<file path="src/rfir_pkg.sv">
// constants for the regulator fault and top interrupt register block
// ---------------------------------------------------------------
// Summary of operation
// fault flag sets when a monitored regulator output drops power-ok
// fault flag clears on written one only while that output is valid
// soft reset command returns registers to defaults and restarts interface
// soft reset command bit clears itself and never reads back set
// power-ok drop flag latches on power-ok active to inactive change
// linreg summary bit is read-only, high while any linreg flag pending
// stepdown summary bit is read-only, high while any stepdown flag pending
// clock-sync flag latches when external clock appears or disappears
// thermal shutdown latches flag, disables regulators, drives outputs low
// regulators cannot be enabled while thermal shutdown flag is set
// thermal warning flag latches; live warning readable separately (this block reads back only the latched flag)
// overvoltage latches flag, disables regulators, outputs low; live readable (this block reads back only the latched flag)
// load-current ready flag latches on a new measurement result
// latched top flags clear on written one and reset to zero
// with fault gating, power-ok follows fault flags, else live status
// a regulator counts toward power-ok only when its source bit is set
// interrupt output high while any unmasked latched top flag is set
// host writes zero to reserved bits and ignores their read value
// ---------------------------------------------------------------
package rfir_pkg;
    localparam logic [7:0] ADDR_FAULT_SRC  = 8'h17;
    localparam logic [7:0] ADDR_SOFT_RESET = 8'h18;
    localparam logic [7:0] ADDR_TOP_FLAGS  = 8'h19;
    localparam logic [7:0] RESET_VALUE     = 8'h00;
    localparam logic [3:0] FAULT_RESET     = 4'h0;
    localparam int         NUM_REG         = 4;
    localparam int         BIT_SOFT_RESET  = 0;
    localparam int         BIT_POK_DROP    = 7;
    localparam int         BIT_LINREG_SUM  = 6;
    localparam int         BIT_STEP_SUM    = 5;
    localparam int         BIT_CLK_SYNC    = 4;
    localparam int         BIT_THERM_SD    = 3;
    localparam int         BIT_THERM_WARN  = 2;
    localparam int         BIT_OVERVOLT    = 1;
    localparam int         BIT_LOAD_MEAS   = 0;
    // latched top flags, without the two read-only summaries
    localparam logic [7:0] TOP_LATCH_MASK  = 8'h9F;
    localparam logic [7:0] TOP_SUM_MASK    = 8'h60;
endpackage : rfir_pkg

</file>
<file path="src/rfir_top.sv">
// fault source, soft reset and top interrupt flag registers
`timescale 1ns/1ps
module rfir_top
    import rfir_pkg::*;
#(
    parameter int NREG = NUM_REG
) (
    input  wire logic            CLK,
    input  wire logic            RST,
    input  wire logic            REG_WR,
    input  wire logic            REG_RD,
    input  wire logic [7:0]      REG_ADDR,
    input  wire logic [7:0]      REG_WDATA,
    output logic      [7:0]      REG_RDATA,
    input  wire logic [NREG-1:0] OUTPUT_VALID,
    input  wire logic [NREG-1:0] POWER_OK_SOURCE,
    input  wire logic            FAULT_GATING_SELECT,
    input  wire logic            EXT_CLK_PRESENT,
    input  wire logic            THERMAL_SHUTDOWN_LIVE,
    input  wire logic            THERMAL_WARNING_LIVE,
    input  wire logic            INPUT_OVERVOLTAGE_LIVE,
    input  wire logic            LOAD_CURRENT_DONE,
    input  wire logic [7:0]      STEPDOWN_IRQ_REGISTER,
    input  wire logic [7:0]      LINREG_IRQ_REGISTER,
    input  wire logic [7:0]      TOP_IRQ_MASK,
    input  wire logic [NREG-1:0] REG_ENABLE_REQ,
    output logic [NREG-1:0]      REG_ENABLE,
    output logic                 GENERAL_OUTPUT_A,
    output logic                 GENERAL_OUTPUT_B,
    input  wire logic            GENERAL_REQ_A,
    input  wire logic            GENERAL_REQ_B,
    output logic                 POWER_OK_OUTPUT,
    output logic                 SOFT_RESET_PULSE,
    output logic                 IRQ
);
    // the fault register holds exactly four regulator bits
    if (NREG != NUM_REG) begin : g_bad_nreg
        $error("rfir_top: four regulators only");
    end

    // ---------------------------------------------------------------
    // pin synchronisers
    // ---------------------------------------------------------------
    // analog monitor pins are asynchronous; all pass two flops first
    localparam int SW = NREG + 5;
    logic [SW-1:0] raw_in;
    logic [SW-1:0] sync_in;
    logic [NREG-1:0] valid_s;
    logic clk_s;
    logic tsd_s;
    logic twarn_s;
    logic ovp_s;
    logic meas_s;

    assign raw_in = {LOAD_CURRENT_DONE, INPUT_OVERVOLTAGE_LIVE, THERMAL_WARNING_LIVE,
                     THERMAL_SHUTDOWN_LIVE, EXT_CLK_PRESENT, OUTPUT_VALID};

    rfir_sync #(.WIDTH(SW)) u_sync (
        .clk  (CLK),
        .rst  (RST),
        .din  (raw_in),
        .dout (sync_in)
    );

    assign valid_s = sync_in[NREG-1:0];
    assign clk_s   = sync_in[NREG];
    assign tsd_s   = sync_in[NREG+1];
    assign twarn_s = sync_in[NREG+2];
    assign ovp_s   = sync_in[NREG+3];
    assign meas_s  = sync_in[NREG+4];

    function automatic logic wr_hit(input logic w, input logic [7:0] a, input logic [7:0] t);
        return w && (a == t);
    endfunction : wr_hit

    // ---------------------------------------------------------------
    // state registers
    // ---------------------------------------------------------------
    logic [NREG-1:0] fault_flag;
    logic [NREG-1:0] next_fault_flag;
    logic [7:0]      top_flag;
    logic [7:0]      next_top_flag;
    logic            soft_reset;
    logic            next_soft_reset;
    logic            pok;
    logic            next_pok;
    logic            clk_prev;
    logic            meas_prev;
    logic            tsd_prev;
    logic            twarn_prev;
    logic            ovp_prev;
    logic [7:0]      next_rdata;
    logic [7:0]      top_view;
    logic [NREG-1:0] live_bad;
    logic            wr_fault;
    logic            wr_top;
    logic            wr_rst;
    logic            any_reset;
    logic [1:0]      warm;
    logic [1:0]      next_warm;

    assign wr_fault  = wr_hit(REG_WR, REG_ADDR, ADDR_FAULT_SRC);
    assign wr_top    = wr_hit(REG_WR, REG_ADDR, ADDR_TOP_FLAGS);
    assign wr_rst    = wr_hit(REG_WR, REG_ADDR, ADDR_SOFT_RESET);
    // soft reset acts one cycle after the write, like a local reset
    assign any_reset = RST || soft_reset;
    // synchroniser outputs read as invalid until refilled after a reset,
    // so fault capture and power-ok wait for two real samples
    always_ff @(posedge CLK) begin
        if (RST) begin
            warm <= '0;
        end else begin
            warm <= next_warm;
        end
    end
    // source enable gating
    assign live_bad  = (POWER_OK_SOURCE & ~valid_s) & {NREG{warm[1]}};

    always_comb begin
        next_fault_flag = fault_flag;
        next_top_flag   = top_flag & TOP_LATCH_MASK;
        // clear only while valid
        next_fault_flag = fault_flag & ~(REG_WDATA[NREG-1:0] & valid_s & {NREG{wr_fault}});
        // set wins over clear
        next_fault_flag = next_fault_flag | live_bad;
        // gated or live power-ok, low until inputs are known
        if (FAULT_GATING_SELECT) begin
            next_pok = warm[1] && (next_fault_flag == FAULT_RESET);
        end else begin
            next_pok = warm[1] && (live_bad == FAULT_RESET);
        end
        // write one to clear
        if (wr_top) begin
            next_top_flag = next_top_flag & ~(REG_WDATA & TOP_LATCH_MASK);
        end
        // power-ok drop edge
        if (pok && !next_pok) begin
            next_top_flag[BIT_POK_DROP] = 1'b1;
        end
        // clock appears or disappears
        if (clk_s != clk_prev) begin
            next_top_flag[BIT_CLK_SYNC] = 1'b1;
        end
        // thermal shutdown latch
        if (tsd_s && !tsd_prev) begin
            next_top_flag[BIT_THERM_SD] = 1'b1;
        end
        // warning latch
        if (twarn_s && !twarn_prev) begin
            next_top_flag[BIT_THERM_WARN] = 1'b1;
        end
        // overvoltage latch
        if (ovp_s && !ovp_prev) begin
            next_top_flag[BIT_OVERVOLT] = 1'b1;
        end
        // new measurement
        if (meas_s && !meas_prev) begin
            next_top_flag[BIT_LOAD_MEAS] = 1'b1;
        end
    end

    always_comb begin
        // soft reset request
        next_soft_reset = wr_rst && REG_WDATA[BIT_SOFT_RESET];
        next_warm       = {warm[0], 1'b1};
    end

    // registers to defaults
    always_ff @(posedge CLK) begin
        if (any_reset) begin
            fault_flag <= FAULT_RESET;
            top_flag   <= RESET_VALUE;
            pok        <= 1'b0;
            clk_prev   <= 1'b0;
            meas_prev  <= 1'b0;
            tsd_prev   <= 1'b0;
            twarn_prev <= 1'b0;
            ovp_prev   <= 1'b0;
        end else begin
            fault_flag <= next_fault_flag;
            top_flag   <= next_top_flag;
            pok        <= next_pok;
            clk_prev   <= clk_s;
            meas_prev  <= meas_s;
            tsd_prev   <= tsd_s;
            twarn_prev <= twarn_s;
            ovp_prev   <= ovp_s;
        end
    end

    // self-clearing command
    always_ff @(posedge CLK) begin
        if (any_reset) begin
            soft_reset <= 1'b0;
        end else begin
            soft_reset <= next_soft_reset;
        end
    end

    // ---------------------------------------------------------------
    // read path and outputs
    // ---------------------------------------------------------------
    always_comb begin
        top_view = top_flag & TOP_LATCH_MASK;
        // linreg summary
        top_view[BIT_LINREG_SUM] = |LINREG_IRQ_REGISTER;
        // stepdown summary
        top_view[BIT_STEP_SUM]   = |STEPDOWN_IRQ_REGISTER;
        next_rdata = RESET_VALUE;
        if (REG_RD) begin
            unique case (REG_ADDR)
                ADDR_FAULT_SRC:  next_rdata = {4'h0, fault_flag};
                // command bit never reads back set
                ADDR_SOFT_RESET: next_rdata = RESET_VALUE;
                ADDR_TOP_FLAGS:  next_rdata = top_view;
                default:         next_rdata = RESET_VALUE;
            endcase
        end
    end

    always_ff @(posedge CLK) begin
        if (any_reset) begin
            REG_RDATA <= RESET_VALUE;
        end else begin
            REG_RDATA <= next_rdata;
        end
    end

    logic shut;
    assign shut = top_flag[BIT_THERM_SD] || top_flag[BIT_OVERVOLT] || tsd_s || ovp_s;
    // enables blocked while shutdown latched
    assign REG_ENABLE       = shut ? '0 : REG_ENABLE_REQ;
    // outputs low on fault
    assign GENERAL_OUTPUT_A = GENERAL_REQ_A && !shut;
    assign GENERAL_OUTPUT_B = GENERAL_REQ_B && !shut;
    assign POWER_OK_OUTPUT  = pok;
    assign SOFT_RESET_PULSE = soft_reset;
    // masked interrupt output
    assign IRQ = |(top_view & ~TOP_IRQ_MASK);

    // one pair of checks per regulator bit
    for (genvar g = 0; g < NREG; g++) begin : g_fault_chk

    end
endmodule : rfir_top

</file>
<file path="src/rfir_sync.sv">
// two flip-flop level synchroniser
`timescale 1ns/1ps
module rfir_sync #(
    parameter int WIDTH = 1
) (
    input  wire logic             clk,
    input  wire logic             rst,
    input  wire logic [WIDTH-1:0] din,
    output logic      [WIDTH-1:0] dout
);
    logic [WIDTH-1:0] stage;
    logic [WIDTH-1:0] next_stage;
    logic [WIDTH-1:0] next_dout;

    // a zero-width synchroniser has nothing to carry
    if (WIDTH < 1) begin : g_bad_width
        $error("rfir_sync: width must be at least one");
    end

    always_comb begin
        next_stage = din;
        next_dout  = stage;
    end

    always_ff @(posedge clk) begin
        if (rst) begin
            stage <= '0;
            dout  <= '0;
        end else begin
            stage <= next_stage;
            dout  <= next_dout;
        end
    end
endmodule : rfir_sync

</file>
<file path="config.mk">
export PLATFORM = sky130hd
export DESIGN_NAME = rfir_top
export DESIGN_NICKNAME = d
export VERILOG_FILES = /design/src/rfir_pkg.sv /design/src/rfir_top.sv /design/src/rfir_sync.sv
export SDC_FILE = /design/constraint.sdc
export NUM_CORES = 1
export LEC_CHECK = 0
export BUFFER_PORTS_ARGS = -buffer_cell sky130_fd_sc_hd__buf_2
export CORE_UTILIZATION = 40
export CTS_BUF_LIST = sky130_fd_sc_hd__clkbuf_4 sky130_fd_sc_hd__clkbuf_8
export DETAILED_ROUTE_END_ITERATION = 12
export PLACE_DENSITY = 0.71
export SETUP_SLACK_MARGIN = 0.4
export SYNTH_ARGS = -nofsm -noshare
export SYNTH_HDL_FRONTEND = slang
export SYNTH_SLANG_ARGS = --single-unit
</file>
<file path="constraint.sdc">
create_clock -name CLK -period 4.3 [get_ports CLK]
set_clock_uncertainty 0.1 [all_clocks]
set_input_delay 0.645 -clock CLK [delete_from_list [all_inputs] [get_ports CLK]]
set_output_delay 0.645 -clock CLK [all_outputs]
set_load 0.1 [all_outputs]
</file>
==> metrics.csv <==
metric;value;unit
synth_common_cells;dfxtp_1 (45), nor2b_1 (23), nor2_1 (16);
portBuffers;78;
cts.sinks;45;
cts_tree;yes;
cts.repair.resized;0;
synth_top_area_frac;0.549;
critical_path_class;primary input to output port;
cts_buffer_depth;2;
finalSetupTns;0;ns
fin_crit;2.61;ns
finalHoldViolations;0;
routedWlPerCell;11.3;um
grt_max_degree;23;
gp_congestion;0.752;
rows;22;
start_kind;primary input;
wirelength;3350;um
fin_util;0.569;
grt-ovfl-total;0;
core-area;0.00380;sq mm
p_total;0.000822;W
dpl.hpwl;2630;um
die_y;66.1;um
maxCapViolations;0;
ys_warn_count;0;
synthDistinctLibCells;32;
synth.most_common_cell;dfxtp_1;
clk_latency;0.30;ns
rsz0062_at_grt;no;
track_usage;0.167;
p_per_area;381;mW/mm^2
power_leakage;1.01;nW
cts_buffers;5;
antenna_cells;0;
endpoint_kind;output port;
worstPathRequired;3.56;ns
ant_nets;0;
synth_top_cell_by_area;dfxtp_1;
dieWidth;66.1;um
whs_path_depth;1;
initial_core_util;0.432;
synth.avg_cell_area;9.71;sq um
reg2regPathDepth;6;
drive_above_1_share;0.378;
slew_headroom;0.515;
vias_per_cell;4.64;
drt_iter0_markers;73;
r2r_slack;2.72;ns
min_path_type;register to register;
syn_inst;169;
cts_max_level;2;
holdBufCountCts;0;
post_cts_buffers;0;
syn-num-nets;233;
tightest_slew;0.725;ns
ir_drop;0.000233;V
syn-cell-area;0.00164;sq mm
synth_ff_type;dfxtp_1;
setup_viol;0;
syn2layout_area_growth;31.6;%
async_flop_share;0;
post-place-ws;1.65;ns
crit_path_max_fanout;2;
ys_seq_area_frac;0.549;
status;complete, no violations;
finalMaxSlewViolations;0;
cts_root_buffer;clkbuf_8;
synth-seq-cells;45;
post-route-drc-count;0;
finalCritPeriodShare;0.608;
via_count;1377;
antenna_found_initial;0;
whs;0.340;ns
die_area;0.00436;sq mm
arrival;1.87;ns
synth_edf_count;0;
clkTransAtPathRegs;0.08;ns
io-pin-count;81;
grt_pass1_wl;5280;um
nNetsFinal;312;
layout_setup_ws;1.69;ns
synthTopCellsByArea;dfxtp_1 (55%), nor2b_1 (8.8%), and2_1 (5.7%);
max_freq;0.383;GHz
first_global_vias;1243;
drt-pass1-iter-count;4;
-- metal layers --
metal / vias to the layer above / GRT usage / wire length, um
li1: 731 / - / -
met1: 586 / 0.178 / 1390
met2: 53 / 0.284 / 1620
met3: 7 / 0.0655 / 283
met4: 0 / 0.0851 / 52
met5: - / 0 / 0
-- flip-flops by register name (all words and copies together), names as in the netlist, 2 cells and up --
register / flops
REG_RDATA: 8
top_flag: 6
warm: 2
fault_flag: 4
u_sync.next_dout: 9
u_sync.dout: 9
-- area by class of cell --
type                       count  area (sq um)
timing repair buffer          78           390
tap                           48          60.1
inverter                      11          41.3
clock buffer                   6          76.3
clock inverter                 2          15.0
fill                         374          1640
sequential                    45           901
multi-input combinational    107           676
-- where the power goes --
group / total (W) / internal, W / switching (W)
combinational: 0.000124 / 0.0000437 / 0.0000806
sequential: 0.000439 / 0.000432 / 0.00000690
clock: 0.000259 / 0.000121 / 0.000139
-- critical path, cell delays in order --
cell      delay, ns
buf_2          0.09
or4_1          0.51
nor2_1         0.16
o221ai_1       0.14
buf_2          0.31
-- placed cells by master (no fill, tap or decap), drive strengths merged --
cell,synthesis,routed
xor2,1,1
a311oi,1,1
nand2,1,1
nand4b,1,1
o221ai,1,1
o211ai,1,1
or4,4,4
o21ai,1,1
or2,1,1
nor2b,23,23
nor2,17,17
a21oi,13,13
a31oi,3,3
buf,1,78
or4b,1,1
dfxtp,45,45
nor3,2,2
a31o,1,1
inv,11,11
nand3,3,3
and2,16,16
clkinvlp,0,2
o41ai,1,1
and3,4,4
clkbuf,5,6
nor4b,1,1
o22ai,3,3
nor4,2,2
nand2b,1,1
a22oi,4,4
-- through the flow --
step | cell area, sq um | instances
finish | 2160 | 297
CTS | 2160 | 297
global route | 2160 | 297
global placement | 2070 | 289
floorplan | 1640 | 169
detailed placement | 2070 | 289
-- path summary, 6_finish.rpt --
kind	startpoint	to
worst max-delay path	STEPDOWN_IRQ_REGISTER[5]	IRQ
worst min-delay path	u_sync.next_dout[2]$_SDFF_PP0_	u_sync.dout[2]$_SDFF_PP0_
worst min register to register	u_sync.next_dout[2]$_SDFF_PP0_	u_sync.dout[2]$_SDFF_PP0_
worst max register to register	u_sync.dout[3]$_SDFF_PP0_	top_flag[7]$_SDFFE_PP0P_
-- cells by family (layout without fill, tap and decap cells) --
kind of cell | after synthesis | count (layout) | synth area share
compound gates | 29 | 29 | 0.119
xor+xnor | 1 | 1 | 0.00534
buf+inv | 17 | 97 | 0.0396
flops | 45 | 45 | 0.549
simple gates | 77 | 77 | 0.287
Power figures use the tool's default switching activity.
